File: src/design/gfm_pkg.sv
// Shared constants, types and helpers for the manual test and reset sequencer
package gfm_pkg;

  // ****************************************************************
  // Clock and time base
  // ****************************************************************
  localparam int unsigned CLK_HZ                  = 25_000_000;
  localparam int unsigned MS_PER_S                = 1000;
  localparam int unsigned CYC_PER_MS              = CLK_HZ / MS_PER_S;

  // ****************************************************************
  // Times in milliseconds
  // ****************************************************************
  localparam int unsigned TEST_DEBOUNCE_MS        = 20;
  localparam int unsigned SWITCH_DEBOUNCE_TIME_MS = 100;
  localparam int unsigned SW_RESET_MIN_MS         = 55;
  localparam int unsigned SW_RESET_MAX_MS         = 75;
  localparam int unsigned BLINK_HALF_MS           = 1000;
  localparam int unsigned TRIP_PULSE_MS           = 2;

  // ****************************************************************
  // Widths and constant values
  // ****************************************************************
  localparam int          CNT_W                   = 32;
  localparam int          FAULT_W                 = 3;
  localparam logic [FAULT_W-1:0] FAULT_ZERO       = 3'h0;
  localparam logic [FAULT_W-1:0] FAULT_ONE        = 3'h1;
  localparam logic [FAULT_W-1:0] FAULT_LIMIT      = 3'h5;
  localparam logic [CNT_W-1:0]   CNT_ZERO         = 32'h0;
  localparam logic [CNT_W-1:0]   CNT_ONE          = 32'h1;
  localparam logic [CNT_W-1:0]   CNT_MAX          = 32'hFFFFFFFF;
  localparam logic               LEVEL_IDLE       = 1'h1;

  // ****************************************************************
  // Types
  // ****************************************************************
  typedef enum logic [1:0] {
    GFM_MT_IDLE,
    GFM_MT_WAIT,
    GFM_MT_HOLD
  } gfm_mt_state_t;

  // ****************************************************************
  // Helpers
  // ****************************************************************
  // Milliseconds to clock cycles, never less than one cycle
  function automatic int unsigned gfm_ms_to_cyc(input int unsigned ms);
    int unsigned cyc;
    cyc = ms * CYC_PER_MS;
    return (cyc == 0) ? 1 : cyc;
  endfunction

endpackage

File: src/design/gfm_debounce.sv
// Debouncer: output level follows the input once it has stayed put long enough
`timescale 1ns/1ps
module gfm_debounce #(
  parameter int unsigned STABLE_CYC = 1
) (
  input  wire logic clk,
  input  wire logic rst_n,
  input  wire logic clk_en,
  input  wire logic raw_in,
  output logic      level_out,
  output logic      fell_out,
  output logic      rose_out
);

  typedef struct packed {
    logic                       level;
    logic                       fell;
    logic                       rose;
    logic [gfm_pkg::CNT_W-1:0]  cnt;
  } gfm_deb_state_t;

  gfm_deb_state_t st_reg;
  gfm_deb_state_t st_next;

  // ****************************************************************
  // Next state
  // ****************************************************************
  always_comb begin
    st_next      = st_reg;
    st_next.fell = 1'b0;
    st_next.rose = 1'b0;
    if (raw_in == st_reg.level) begin
      st_next.cnt = gfm_pkg::CNT_ZERO;
    end else if (st_reg.cnt == gfm_pkg::CNT_W'(STABLE_CYC - 1)) begin
      st_next.cnt   = gfm_pkg::CNT_ZERO;
      st_next.level = raw_in;
      st_next.fell  = !raw_in;
      st_next.rose  = raw_in;
    end else begin
      st_next.cnt = st_reg.cnt + gfm_pkg::CNT_ONE;
    end
  end

  // ****************************************************************
  // State register
  // ****************************************************************
  always_ff @(posedge clk or negedge rst_n) begin
    if (!rst_n) begin
      st_reg <= '{level: gfm_pkg::LEVEL_IDLE, fell: 1'b0, rose: 1'b0, cnt: gfm_pkg::CNT_ZERO};
    end else if (clk_en) begin
      st_reg <= st_next;
    end
  end

  assign level_out = st_reg.level;
  assign fell_out  = st_reg.fell;
  assign rose_out  = st_reg.rose;

endmodule

File: src/design/gfm_manual_test_reset_seq.sv
// Manual self-test and switch-open reset sequencer of a ground-fault interrupter
`timescale 1ns/1ps
module gfm_manual_test_reset_seq #(
  parameter int unsigned TEST_DEBOUNCE_CYC         =
    gfm_pkg::gfm_ms_to_cyc(gfm_pkg::TEST_DEBOUNCE_MS),
  parameter int unsigned SWITCH_DEBOUNCE_TIME_CYC  =
    gfm_pkg::gfm_ms_to_cyc(gfm_pkg::SWITCH_DEBOUNCE_TIME_MS),
  parameter int unsigned SW_RESET_MIN_CYC          =
    gfm_pkg::gfm_ms_to_cyc(gfm_pkg::SW_RESET_MIN_MS),
  parameter int unsigned SW_RESET_MAX_CYC          =
    gfm_pkg::gfm_ms_to_cyc(gfm_pkg::SW_RESET_MAX_MS),
  parameter int unsigned BLINK_HALF_CYC            =
    gfm_pkg::gfm_ms_to_cyc(gfm_pkg::BLINK_HALF_MS),
  parameter int unsigned TRIP_PULSE_CYC            =
    gfm_pkg::gfm_ms_to_cyc(gfm_pkg::TRIP_PULSE_MS)
) (
  input  wire logic                        clk,
  input  wire logic                        rst_n,
  input  wire logic                        clk_en,
  input  wire logic                        manual_test_button_n,
  input  wire logic                        switch_open_n,
  input  wire logic                        self_test_done,
  input  wire logic                        self_test_pass,
  input  wire logic                        periodic_test_fail,
  input  wire logic                        periodic_test_pass,
  output logic                             self_test_req,
  output logic                             trip_drive,
  output logic                             alarm_out,
  output logic                             device_reset,
  output logic [gfm_pkg::FAULT_W-1:0]      fault_count
);

  typedef struct packed {
    gfm_pkg::gfm_mt_state_t           mt_state;
    logic                             req;
    logic [gfm_pkg::FAULT_W-1:0]      fault_count;
    logic                             blink;
    logic                             blink_on;
    logic [gfm_pkg::CNT_W-1:0]        blink_cnt;
    logic                             steady;
    logic                             trip;
    logic [gfm_pkg::CNT_W-1:0]        trip_cnt;
    logic [gfm_pkg::CNT_W-1:0]        sw_low_cnt;
    logic                             sw_raw_prev;
    logic                             soft_reset;
    logic                             alarm;
  } gfm_seq_state_t;

  gfm_seq_state_t st_reg;
  gfm_seq_state_t st_next;

  logic test_level;
  logic test_fell;
  logic sw_level;
  logic sw_fell;
  logic sw_rose;
  logic mt_pass;
  logic mt_fail;

  // ****************************************************************
  // Input debouncers
  // ****************************************************************
  gfm_debounce #(
    .STABLE_CYC (TEST_DEBOUNCE_CYC)
  ) u_test_deb (
    .clk       (clk),
    .rst_n     (rst_n),
    .clk_en    (clk_en),
    .raw_in    (manual_test_button_n),
    .level_out (test_level),
    .fell_out  (test_fell),
    .rose_out  ()
  );

  gfm_debounce #(
    .STABLE_CYC (SWITCH_DEBOUNCE_TIME_CYC)
  ) u_sw_deb (
    .clk       (clk),
    .rst_n     (rst_n),
    .clk_en    (clk_en),
    .raw_in    (switch_open_n),
    .level_out (sw_level),
    .fell_out  (sw_fell),
    .rose_out  (sw_rose)
  );

  assign mt_pass = (st_reg.mt_state == gfm_pkg::GFM_MT_WAIT) && self_test_done && self_test_pass;
  assign mt_fail = (st_reg.mt_state == gfm_pkg::GFM_MT_WAIT) && self_test_done && !self_test_pass;

  // ****************************************************************
  // Next state
  // ****************************************************************
  always_comb begin
    logic                        fire;
    logic                        clr_cnt;
    logic                        set_blink;
    logic                        clr_blink;
    logic [gfm_pkg::FAULT_W-1:0] cnt_base;
    fire       = 1'b0;
    clr_cnt    = 1'b0;
    set_blink  = 1'b0;
    clr_blink  = 1'b0;
    cnt_base   = gfm_pkg::FAULT_ZERO;
    st_next    = st_reg;
    st_next.req        = 1'b0;
    st_next.soft_reset = 1'b0;

    // Manual test sequence
    unique case (st_reg.mt_state)
      gfm_pkg::GFM_MT_IDLE: begin
        if (test_fell) begin
          st_next.req      = 1'b1;
          st_next.mt_state = gfm_pkg::GFM_MT_WAIT;
        end
      end
      gfm_pkg::GFM_MT_WAIT: begin
        if (self_test_done) begin
          if (self_test_pass) begin
            fire      = 1'b1;
            clr_cnt   = 1'b1;
            clr_blink = 1'b1;
          end else begin
            set_blink = 1'b1;
          end
          st_next.mt_state = gfm_pkg::GFM_MT_HOLD;
        end
      end
      gfm_pkg::GFM_MT_HOLD: begin
        if (test_level) begin
          st_next.mt_state = gfm_pkg::GFM_MT_IDLE;
        end
      end
    endcase

    // Switch-open debounced edges
    if (sw_fell) begin
      fire           = 1'b1;
      clr_cnt        = 1'b1;
      st_next.steady = 1'b1;
    end
    if (sw_rose) begin
      st_next.steady = 1'b0;
    end

    // Short switch-open pulse resets without firing
    st_next.sw_raw_prev = switch_open_n;
    if (!switch_open_n) begin
      if (st_reg.sw_low_cnt != gfm_pkg::CNT_MAX) begin
        st_next.sw_low_cnt = st_reg.sw_low_cnt + gfm_pkg::CNT_ONE;
      end
    end else begin
      st_next.sw_low_cnt = gfm_pkg::CNT_ZERO;
      if (!st_reg.sw_raw_prev && sw_level &&
          st_reg.sw_low_cnt >= gfm_pkg::CNT_W'(SW_RESET_MIN_CYC) &&
          st_reg.sw_low_cnt <= gfm_pkg::CNT_W'(SW_RESET_MAX_CYC)) begin
        st_next.soft_reset = 1'b1;
        clr_cnt            = 1'b1;
        st_next.mt_state   = gfm_pkg::GFM_MT_IDLE;
      end
    end

    // Consecutive periodic failure counter, a new failure wins over a clear
    cnt_base = clr_cnt ? gfm_pkg::FAULT_ZERO : st_reg.fault_count;
    if (periodic_test_pass) begin
      cnt_base = gfm_pkg::FAULT_ZERO;
    end
    if (periodic_test_fail && cnt_base != gfm_pkg::FAULT_LIMIT) begin
      cnt_base = cnt_base + gfm_pkg::FAULT_ONE;
      if (cnt_base == gfm_pkg::FAULT_LIMIT) begin
        fire      = 1'b1;
        set_blink = 1'b1;
      end
    end
    st_next.fault_count = cnt_base;

    // Blink latch and one second phases, set wins over clear
    if (set_blink && !st_reg.blink) begin
      st_next.blink     = 1'b1;
      st_next.blink_on  = 1'b1;
      st_next.blink_cnt = gfm_pkg::CNT_ZERO;
    end else if (clr_blink && !set_blink) begin
      st_next.blink = 1'b0;
    end else if (st_reg.blink) begin
      if (st_reg.blink_cnt == gfm_pkg::CNT_W'(BLINK_HALF_CYC - 1)) begin
        st_next.blink_cnt = gfm_pkg::CNT_ZERO;
        st_next.blink_on  = !st_reg.blink_on;
      end else begin
        st_next.blink_cnt = st_reg.blink_cnt + gfm_pkg::CNT_ONE;
      end
    end

    // Trip pulse
    if (fire) begin
      st_next.trip     = 1'b1;
      st_next.trip_cnt = gfm_pkg::CNT_ZERO;
    end else if (st_reg.trip) begin
      if (st_reg.trip_cnt == gfm_pkg::CNT_W'(TRIP_PULSE_CYC - 1)) begin
        st_next.trip = 1'b0;
      end else begin
        st_next.trip_cnt = st_reg.trip_cnt + gfm_pkg::CNT_ONE;
      end
    end

    // Blinking overrides the steady switch-open alarm
    st_next.alarm = st_next.blink ? st_next.blink_on : st_next.steady;
  end

  // ****************************************************************
  // State register
  // ****************************************************************
  always_ff @(posedge clk or negedge rst_n) begin
    if (!rst_n) begin
      st_reg <= '{mt_state:    gfm_pkg::GFM_MT_IDLE,
                  req:         1'b0,
                  fault_count: gfm_pkg::FAULT_ZERO,
                  blink:       1'b0,
                  blink_on:    1'b0,
                  blink_cnt:   gfm_pkg::CNT_ZERO,
                  steady:      1'b0,
                  trip:        1'b0,
                  trip_cnt:    gfm_pkg::CNT_ZERO,
                  sw_low_cnt:  gfm_pkg::CNT_ZERO,
                  sw_raw_prev: gfm_pkg::LEVEL_IDLE,
                  soft_reset:  1'b0,
                  alarm:       1'b0};
    end else if (clk_en) begin
      st_reg <= st_next;
    end
  end

  assign self_test_req = st_reg.req;
  assign trip_drive    = st_reg.trip;
  assign alarm_out     = st_reg.alarm;
  assign device_reset  = st_reg.soft_reset;
  assign fault_count   = st_reg.fault_count;
endmodule

File: config.mk
export PLATFORM = sky130hd
export DESIGN_NAME = gfm_manual_test_reset_seq
export DESIGN_NICKNAME = d
export VERILOG_FILES = /design/src/design/gfm_pkg.sv /design/src/design/gfm_debounce.sv /design/src/design/gfm_manual_test_reset_seq.sv
export SDC_FILE = /design/constraint.sdc
export NUM_CORES = 1
export LEC_CHECK = 0
export BUFFER_PORTS_ARGS = -buffer_cell sky130_fd_sc_hd__buf_2
export CORE_MARGIN = 8
export CORE_UTILIZATION = 46
export CTS_CLUSTER_DIAMETER = 40
export CTS_CLUSTER_SIZE = 24
export DETAILED_ROUTE_END_ITERATION = 16
export PLACE_DENSITY_LB_ADDON = 0.25
export REMOVE_ABC_BUFFERS = 1
export SYNTH_ARGS = -nofsm -noshare
export SYNTH_HDL_FRONTEND = slang
export SYNTH_HIERARCHICAL = 1
export SYNTH_SLANG_ARGS = --single-unit
File: constraint.sdc
create_clock -name clk -period 4.25 [get_ports clk]
set_input_delay 0.6375 -clock clk [delete_from_list [all_inputs] [get_ports clk]]
set_output_delay 0.6375 -clock clk [all_outputs]
set_load 0.05 [all_outputs]
-- Yosys cells after proc, flatten, opt, wreduce, memory -nomap -nowiden
Index checks and enable logic that the tools add are counted.
- input port bits: 9
- register bits after elaboration: 178
- bitwise logic cells: 2
- $add $sub $neg: 6
- equality and inequality tests: 13
- reduce and logical (&&, ||, !) cells: 21
- magnitude comparators: 2
- mux-type cells: 48
- operators with widths (operator ; number):
    two-way mux 32 bit ; 8
    adder 32 x 1 -> 32 bit, second input constant ; 5
    two-way mux 33 bit ; 4
    two-way mux 34 bit ; 1
    equality test 32 x 16 -> 1 bit, second input constant ; 1
    equality test 32 x 19 -> 1 bit, second input constant ; 1
    equality test 32 x 22 -> 1 bit, second input constant ; 1
    equality test 32 x 25 -> 1 bit, second input constant ; 1
    >= comparator 32 x 21 -> 1 bit, second input constant ; 1
    less-or-equal comparator 32 x 21 -> 1 bit, second input constant ; 1
    != test 32 bit, second input constant ; 1
    two-way mux 1 bit ; 22
    two-way mux 2 bit ; 8
    two-way mux 3 bit ; 4
    AND reduction 3 bit ; 4
    logical AND 1 bit ; 6
    logical NOT 1 bit ; 6
    one-hot mux 2 bit (3 select lines) ; 1
    nonzero test 2 bit ; 3
    != test 2 bit, second input constant ; 2
    adder 3 x 1 -> 3 bit, second input constant ; 1
    equality test 3 bit, second input constant ; 1
    != test 3 bit, second input constant ; 1
    equality test 1 bit ; 2
    5 further kinds ; 6

-- Longest topological paths before layout
Gate-level depths: netlist of the first run.
- depth after elaboration: 17
- mapped depth: 16

-- Modules after synthesis
The synthesis of the first run kept the hierarchy.
- modules (own cells, without submodules) (module ; times used ; sequential area each (µm²) ; cells each ; area an instance (µm²)):
    gfm_manual_test_reset_seq ; 1 ; 2728.9 ; 714 ; 6206.0
    gfm_debounce (u_sw_deb) ; 1 ; 877.1 ; 230 ; 2133.3
    gfm_debounce (u_test_deb) ; 1 ; 877.1 ; 209 ; 2018.2

-- Least setup slack after synthesis of the first run
No wires, ideal clock.
- path kind: input to register
- from: in self_test_pass
- to: reg, netlist name st_reg[59]
- arrival: 3.197 ns
- slack: 0.976 ns
- stages: 11
- library setup time: 0.077 ns
- path buffers: 1
- cells stage by stage: and3_1 -> or3_1 -> a21oi_2 -> nand2_1 -> ha_1 -> nor4_1 -> o2bb2ai_4 -> o21ai_2 -> buf_2 -> or4_1 -> a21oi_1
- RTL lines (item ; RTL line ; text):
    start: declaration ; gfm_manual_test_reset_seq.sv:23 ; input wire logic self_test_pass,

==> metrics.cfg, run 1 <==
[placement]
dp_hpwl_um=15600
gp_congestion=0.859
port_buffers=15

[global_route]
grt_util_met1_pct=23.2
grtUsageMet2_pct=27.1
antenna_found_initial=0
overflow=0
gr-usage-met3_pct=2.97
grt_pass1_vias=8131
grt.total_usage_pct=17.0
grt_pass1_wl_um=40000
busiest_layer=met2
grt_max_degree=118

[yosys]
synth_area_mm2=0.0103
avgSynthCellArea_um2=8.98
yosysWarnings=6
syn_inst=1150

[pwr]
total_power_uw=4210
powerDensity_mw_per_mm2=377
leakage_uw=0.00479
vdd_drop_max_mv=0.247

[timing]
rsz0062_at_grt=false
skew_ns=0.0118
max_freq_ghz=0.265
finalCriticalPeriod_ns=3.78
finalCritPeriodShare_pct=88.9
drv_slew=0
relSlewSlack_pct=20.6
fin_setup_tns_ns=0
tightest_slew_ns=1.19
finalSetupViolCount=0
hold_viol_final=0

[worst_setup_path]
slowest_delay_ns=0.45
path_max_fanout=25
path_cells=inv_1 -> ha_1 -> and3_1 -> or3_1 -> a21oi_2 -> nand2_1 -> ha_1 -> nor4_1 -> o2bb2ai_4 -> o21ai_1 -> or3_1 -> a21oi_1
worstPathRequired_ns=4.61
worstPathArrival_ns=4.14
cp-end-kind=flip-flop
crit_type=reg2reg
startpoint_type=flip-flop
critPathSlowestCell=nor4_1

[route]
drc_errors=0
dr_total_vias=8525
dr.pass1.iters=7
routedWlPerCell_um=16.2
via_per_inst=5.91
drt-initial-drc-count=793
routed_wl_um=23400
detail-route-antenna-nets=0

[cells_and_area]
antenna_cells=0
nets=1165
fill_cells=2107
final_common_cell=dfrtp_1
multi_input_area_mm2=0.00547
final_layout_size_suffix_gt1_share_pct=8.90
regArea_mm2=0.00446
utilization_pct=49.9
largest_reg_flops=102
synthToLayoutAreaGrowth_pct=8.20
layout_common_cells=175 x dfrtp_1, 124 x nand2_1, 97 x nor2_1, 94 x o21ai_0, 53 x nand3_1

[cts]
cts_tree=built
htree_levels=4
ctsHoldBuffers=0
clk_pin_slew_ns=0.07
clk_latency_ns=0.43
post_cts.repair.setup_buffers=0
cts_buffer_depth=2
postCtsResizedCells=0
cts_buffers=17
cts_root_buf=clkbuf_16
clkSinkCount=178

[die]
core_area_mm2=0.0224
fp.dieW_um=166
pin_count=16
die_area_mm2=0.0275
rows=55
fp.dieH_um=166
start_util_pct=46.2

[job]
cap_violations=0

[hold_path]
holdCritPathClass=in2async

[run_status]
status=complete, no violations

## worst max-delay path: cells and delay by family (launching register included)
family / cells / cell delay [ns]
AO/OA/AOI/OAI: 4 / 1.11
adder cells (fa/ha/maj): 2 / 0.49
buffers and inverters: 1 / 0.07
flip-flops: 1 / 0.37
AND/OR/NAND/NOR: 5 / 1.65
## worst paths after layout
check / startpoint / endpoint / slack [ns] / cells after the start
hold reg to reg: u_sw_deb/rose_out / st_reg[68] / 0.50 / 1
min in group clk: switch_open_n / u_sw_deb/fell_out / 0.47 / 2
max in group asynchronous: rst_n / u_sw_deb/level_out / 2.94 / 2
hold / removal: rst_n / st_reg[53] / 0.31 / 1
setup / recovery: st_reg[108] / st_reg[64] / 0.47 / 12
setup reg to reg: st_reg[108] / st_reg[64] / 0.47 / 12
## stage by stage
step | hold slack (ns) | instance area (um^2) | setup WS, ns | std cells
finish | 0.311 | 11200 | 0.473 | 1442
global route | 0.422 | 11200 | 0.138 | 1442
CTS | 0.383 | 11200 | 0.472 | 1442
detailed placement | 0.492 | 10600 | 0.325 | 1410
global placement | 0.482 | 10600 | 0.457 | 1410
floorplan | 0.342 | 10100 | 0.628 | 1098
## per-layer routing
metal	vias up	wire length, um
met5	-	0
met4	0	304
met1	4179	11300
li1	4199	-
met3	19	715
met2	128	11000
## cell type report
class | instances | share of cell area [%]
multi-input cells | 886 | 49.0
flip-flops and latches | 178 | 39.9
clock buffers | 18 | 3.93
well taps | 285 | 3.19
repair buffers | 27 | 1.56
clock inverters | 14 | 1.31
inverters | 34 | 1.14
## power by group
group | internal, uW | total (uW) | leakage (uW) | switching, uW
sequential | 1840 | 2000 | 0.00243 | 161
clock | 845 | 1560 | 0.000288 | 714
combinational | 231 | 654 | 0.00207 | 423
total | 2910 | 4210 | 0.00479 | 1300
No activity file was read; power rests on OpenSTA's default activity.
==> run 2: changes to the inputs <==
--- a/config.mk
+++ b/config.mk
@@ -6,8 +6,10 @@
 export NUM_CORES = 1
 export LEC_CHECK = 0
 export BUFFER_PORTS_ARGS = -buffer_cell sky130_fd_sc_hd__buf_2
+export CELL_PAD_IN_SITES_DETAIL_PLACEMENT = 2
+export CELL_PAD_IN_SITES_GLOBAL_PLACEMENT = 2
 export CORE_MARGIN = 8
-export CORE_UTILIZATION = 46
+export CORE_UTILIZATION = 41
 export CTS_CLUSTER_DIAMETER = 40
 export CTS_CLUSTER_SIZE = 24
 export DETAILED_ROUTE_END_ITERATION = 16
==> run 2 against run 1 <==
Setup slack worse by 0.18 ns. Register-to-register slack got worse by 0.18 ns. Clock-buffer cell count rose by 1. Largest power group unchanged.
==> metrics.cfg, run 2 (synthesized netlist as in run 1, its figures left out) <==
[global_route]
overflow=0
grt_max_degree=97
grt_pass1_wl_um=52800
antenna_found_initial=1
grt.total_usage_pct=20.9
grt_pass1_vias=9925

[die]
core_area_mm2=0.0250
rows=58
fp.dieH_um=175
pin_count=16
die_area_mm2=0.0305
fp.dieW_um=175
start_util_pct=41.4

[cts]
clk_latency_ns=0.44
clk_pin_slew_ns=0.08
cts_buffers=17
cts_buffer_depth=2
cts_root_buf=clkbuf_16
clkSinkCount=178
htree_levels=4
cts_tree=built

[run_status]
status=complete, no violations

[route]
dr.pass1.iters=4
routedWlPerCell_um=21.0
detail-route-antenna-nets=0
dr_total_vias=8994
drc_errors=0
routed_wl_um=31300
drt-initial-drc-count=449
via_per_inst=6.04

[worst_setup_path]
crit_type=reg2reg
path_max_fanout=25
worstPathArrival_ns=4.32
startpoint_type=flip-flop
crit_start=st_reg[108]
r2r-start=st_reg[108]
worstPathRequired_ns=4.61
cp-end-kind=flip-flop

[placement]
port_buffers=15
dp_hpwl_um=20800
gp_congestion=0.766

[timing]
drv_slew=0
finalCritPeriodShare_pct=93.2
finalSetupViolCount=0
relSlewSlack_pct=22.5
fin_setup_tns_ns=0
hold_viol_final=0
finalCriticalPeriod_ns=3.96
rsz0062_at_grt=false
max_freq_ghz=0.252
skew_ns=0.0153
tightest_slew_ns=1.16

[cells_and_area]
layout_common_cells=175 x dfrtp_1, 124 x nand2_1, 97 x nor2_1, 94 x o21ai_0, 53 x nand3_1
final_common_cell=dfrtp_1
largest_reg_flops=102
antenna_cells=0
utilization_pct=45.2
final_layout_size_suffix_gt1_share_pct=9.15
nets=1167
synthToLayoutAreaGrowth_pct=9.22

[pwr]
vdd_drop_max_mv=0.209
leakage_uw=0.00482
powerDensity_mw_per_mm2=390

[hold_path]
holdCritPathClass=in2async

[job]
cap_violations=0

[run 2: routing by layer]
metal / global-route usage (%) / wire length, um
met1: 26.8 / 14600
met2: 36.1 / 15700
met3: 2.83 / 572
met5: 0 / 12
met4: 6.18 / 386
[run 2: timing repair]
item | 4_1_cts | 5_1_grt
buffers inserted | 0 | 0
setup endpoints to repair | 0 | 1
hold buffers | 0 | 0
resized for setup | 0 | 1
[run 2: where the power goes]
| group | internal [uW] | switching [uW] | leakage, uW |
|---|---|---|---|
| Clock | 912 | 758 | 0.000297 |
| Combinational | 235 | 470 | 0.00209 |
| Sequential | 1840 | 185 | 0.00243 |
| Total | 2980 | 1410 | 0.00482 |
[run 2: layout make-up]
cell class,instances,area (um^2)
Inverter,34,128
Multi-Input combinational cell,886,5470
Clock buffer,19,453
Timing Repair Buffer,29,201
Clock inverter,13,150
Sequential cell,178,4460
Tap cell,330,413
Fill cell,2750,13700
[run 2: per-stage QoR]
stage | std cells | area (um^2) | total power (uW) | hold WS [ns] | setup slack, ns
after CTS | 1489 | 11300 | 4440 | 0.320 | 0.216
after global routing | 1489 | 11300 | 4610 | 0.339 | 0.0273
after global placement | 1457 | 10700 | 2700 | 0.482 | 0.368
after detailed placement | 1457 | 10700 | 2750 | 0.498 | -0.0593
after floorplan | 1098 | 10100 | 2450 | 0.342 | 0.628
final | 1489 | 11300 | 4400 | 0.275 | 0.288
[run 2: path summary, 6_finish.rpt]
kind                                       end  slack, ns  cells after the start
max in group asynchronous           st_reg[36]       2.92                      2
min reg2reg                         st_reg[72]       0.51                      1
min                        u_sw_deb/st_reg[17]       0.28                      1
max                                 st_reg[51]       0.29                     12
max reg2reg                         st_reg[51]       0.29                     12
min in group clk             u_sw_deb/fell_out       0.47                      2
[run 2: critical path, cell delays in order, from the launching register on]
cell and delay, ns:
dfrtp_1 0.37, inv_1 0.08, ha_1 0.24, and3_1 0.25
or3_1 0.39, a21oi_2 0.28, nand2_1 0.16, ha_1 0.28
nor4_1 0.45, o2bb2ai_4 0.36, o21ai_2 0.33, or4_1 0.49
a21oi_1 0.18
==> run 3: changes to the inputs <==
--- a/config.mk
+++ b/config.mk
@@ -13,6 +13,7 @@
 export CTS_CLUSTER_DIAMETER = 40
 export CTS_CLUSTER_SIZE = 24
 export DETAILED_ROUTE_END_ITERATION = 16
+export MAX_ROUTING_LAYER = met4
 export PLACE_DENSITY_LB_ADDON = 0.25
 export REMOVE_ABC_BUFFERS = 1
 export SYNTH_ARGS = -nofsm -noshare
==> run 3 against run 2 <==
Sequential power is essentially flat. Non-clock buffer count is the same. Cell count about the same. Clock-buffer cell count unchanged. Via count up 0.31%. Critical path depth unchanged. Largest power group unchanged.
==> metrics.cfg, run 3 (synthesized netlist as in run 1, its figures left out) <==
[run_status]
status=complete, no violations

[worst_setup_path]
critPathSlowestCell=or4_1
slowest_delay_ns=0.49
worst_path_most_repeated_cell=ha_1
worstPathArrival_ns=4.32
worstPathRequired_ns=4.61
path_max_fanout=25
crit_type=reg2reg
path_cells=inv_1 -> ha_1 -> and3_1 -> or3_1 -> a21oi_2 -> nand2_1 -> ha_1 -> nor4_1 -> o2bb2ai_4 -> o21ai_2 -> or4_1 -> a21oi_1
startpoint_type=flip-flop
cp-end-kind=flip-flop

[cts]
htree_levels=4
clk_pin_slew_ns=0.08
clk_latency_ns=0.45
clkSinkCount=178
postCtsResizedCells=0
cts_tree=built
cts_buffers=17
post_cts.repair.setup_buffers=0
cts_buffer_depth=2
ctsHoldBuffers=0
cts_root_buf=clkbuf_16

[route]
routed_wl_um=31300
detail-route-antenna-nets=0
dr_total_vias=9022
drt-initial-drc-count=462
via_per_inst=6.06
routedWlPerCell_um=21.0
drc_errors=0
dr.pass1.iters=4

[job]
cap_violations=0

[die]
start_util_pct=41.4
rows=58
fp.dieW_um=175
fp.dieH_um=175
pin_count=16
die_area_mm2=0.0305
core_area_mm2=0.0250

[timing]
rsz0062_at_grt=false
drv_slew=0
tightest_slew_ns=1.14
finalCritPeriodShare_pct=93.1
relSlewSlack_pct=23.9
finalSetupViolCount=0
finalCriticalPeriod_ns=3.96
hold_viol_final=0
max_freq_ghz=0.253
skew_ns=0.0147

[global_route]
grt_pass1_vias=9917
overflow=0
antenna_found_initial=1
grt_util_met1_pct=26.9
grt_pass1_wl_um=52800
grt_max_degree=97
gr-usage-met3_pct=2.98
grtUsageMet2_pct=36.0
busiest_layer=met2
grt.total_usage_pct=21.5

[placement]
dp_hpwl_um=20800
gp_congestion=0.776
port_buffers=15

[hold_path]
holdCritPathClass=in2async

[cells_and_area]
utilization_pct=45.2
synthToLayoutAreaGrowth_pct=9.25
final_common_cell=dfrtp_1
final_layout_size_suffix_gt1_share_pct=9.15
largest_reg_flops=102
layout_common_cells=175 x dfrtp_1, 124 x nand2_1, 97 x nor2_1, 94 x o21ai_0, 53 x nand3_1
nets=1167

[pwr]
vdd_drop_max_mv=0.210
total_power_uw=4390
powerDensity_mw_per_mm2=390
leakage_uw=0.00482

run 3: cell types whose count changed in the layout (fill, tap and decap cells not counted), sizes merged:
cell	delta
diode	+1
run 3: power breakdown:
group	total, uW	internal, uW	leakage [uW]	switching (uW)
Combinational	705	235	0.00209	470
Clock	1670	912	0.000297	757
Sequential	2020	1840	0.00243	185
Total	4390	2980	0.00482	1410
run 3: area by class of cell:
type	instances	area, um^2
clock inverters	13	150
repair buffers	29	201
fillers	2748	13700
clock buffers	19	453
multi-input cells	886	5470
well taps	330	413
flip-flops and latches	178	4460
inverters	34	128
diodes	1	2.50
run 3: final timing paths:
check / start / endpoint / slack [ns] / cells after the start
min: rst_n / u_sw_deb/st_reg[17] / 0.29 / 1
max: st_reg[108] / st_reg[51] / 0.29 / 12
max in group asynchronous: rst_n / st_reg[36] / 2.97 / 2
min reg2reg: u_test_deb/st_reg[31] / u_test_deb/st_reg[31] / 0.51 / 1
min in group clk: switch_open_n / u_sw_deb/fell_out / 0.47 / 2
max reg2reg: st_reg[108] / st_reg[51] / 0.29 / 12
run 3: routing by layer:
layer	wire length (um)	share of wire, %
met5	0	0
met4	376	1.2
met3	570	1.8
met2	15700	50
met1	14600	47
run 3: stage by stage:
step | area (um^2) | cells | setup slack [ns] | hold slack, ns | TNS [ns]
after detailed placement | 10700 | 1457 | -0.0593 | 0.498 | -0.163
final | 11300 | 1490 | 0.294 | 0.293 | 0
after floorplan | 10100 | 1098 | 0.628 | 0.342 | 0
after global routing | 11300 | 1490 | 0.0178 | 0.337 | 0
after CTS | 11300 | 1489 | 0.216 | 0.320 | 0
after global placement | 10700 | 1457 | 0.368 | 0.482 | 0
run 3: critical path, delay by kind of cell, from the launching register on:
family	cells	cell delay, ns
compound gates	4	1.15
simple gates	5	1.74
buf+inv	1	0.07
flops	1	0.37
fa+ha+maj	2	0.52
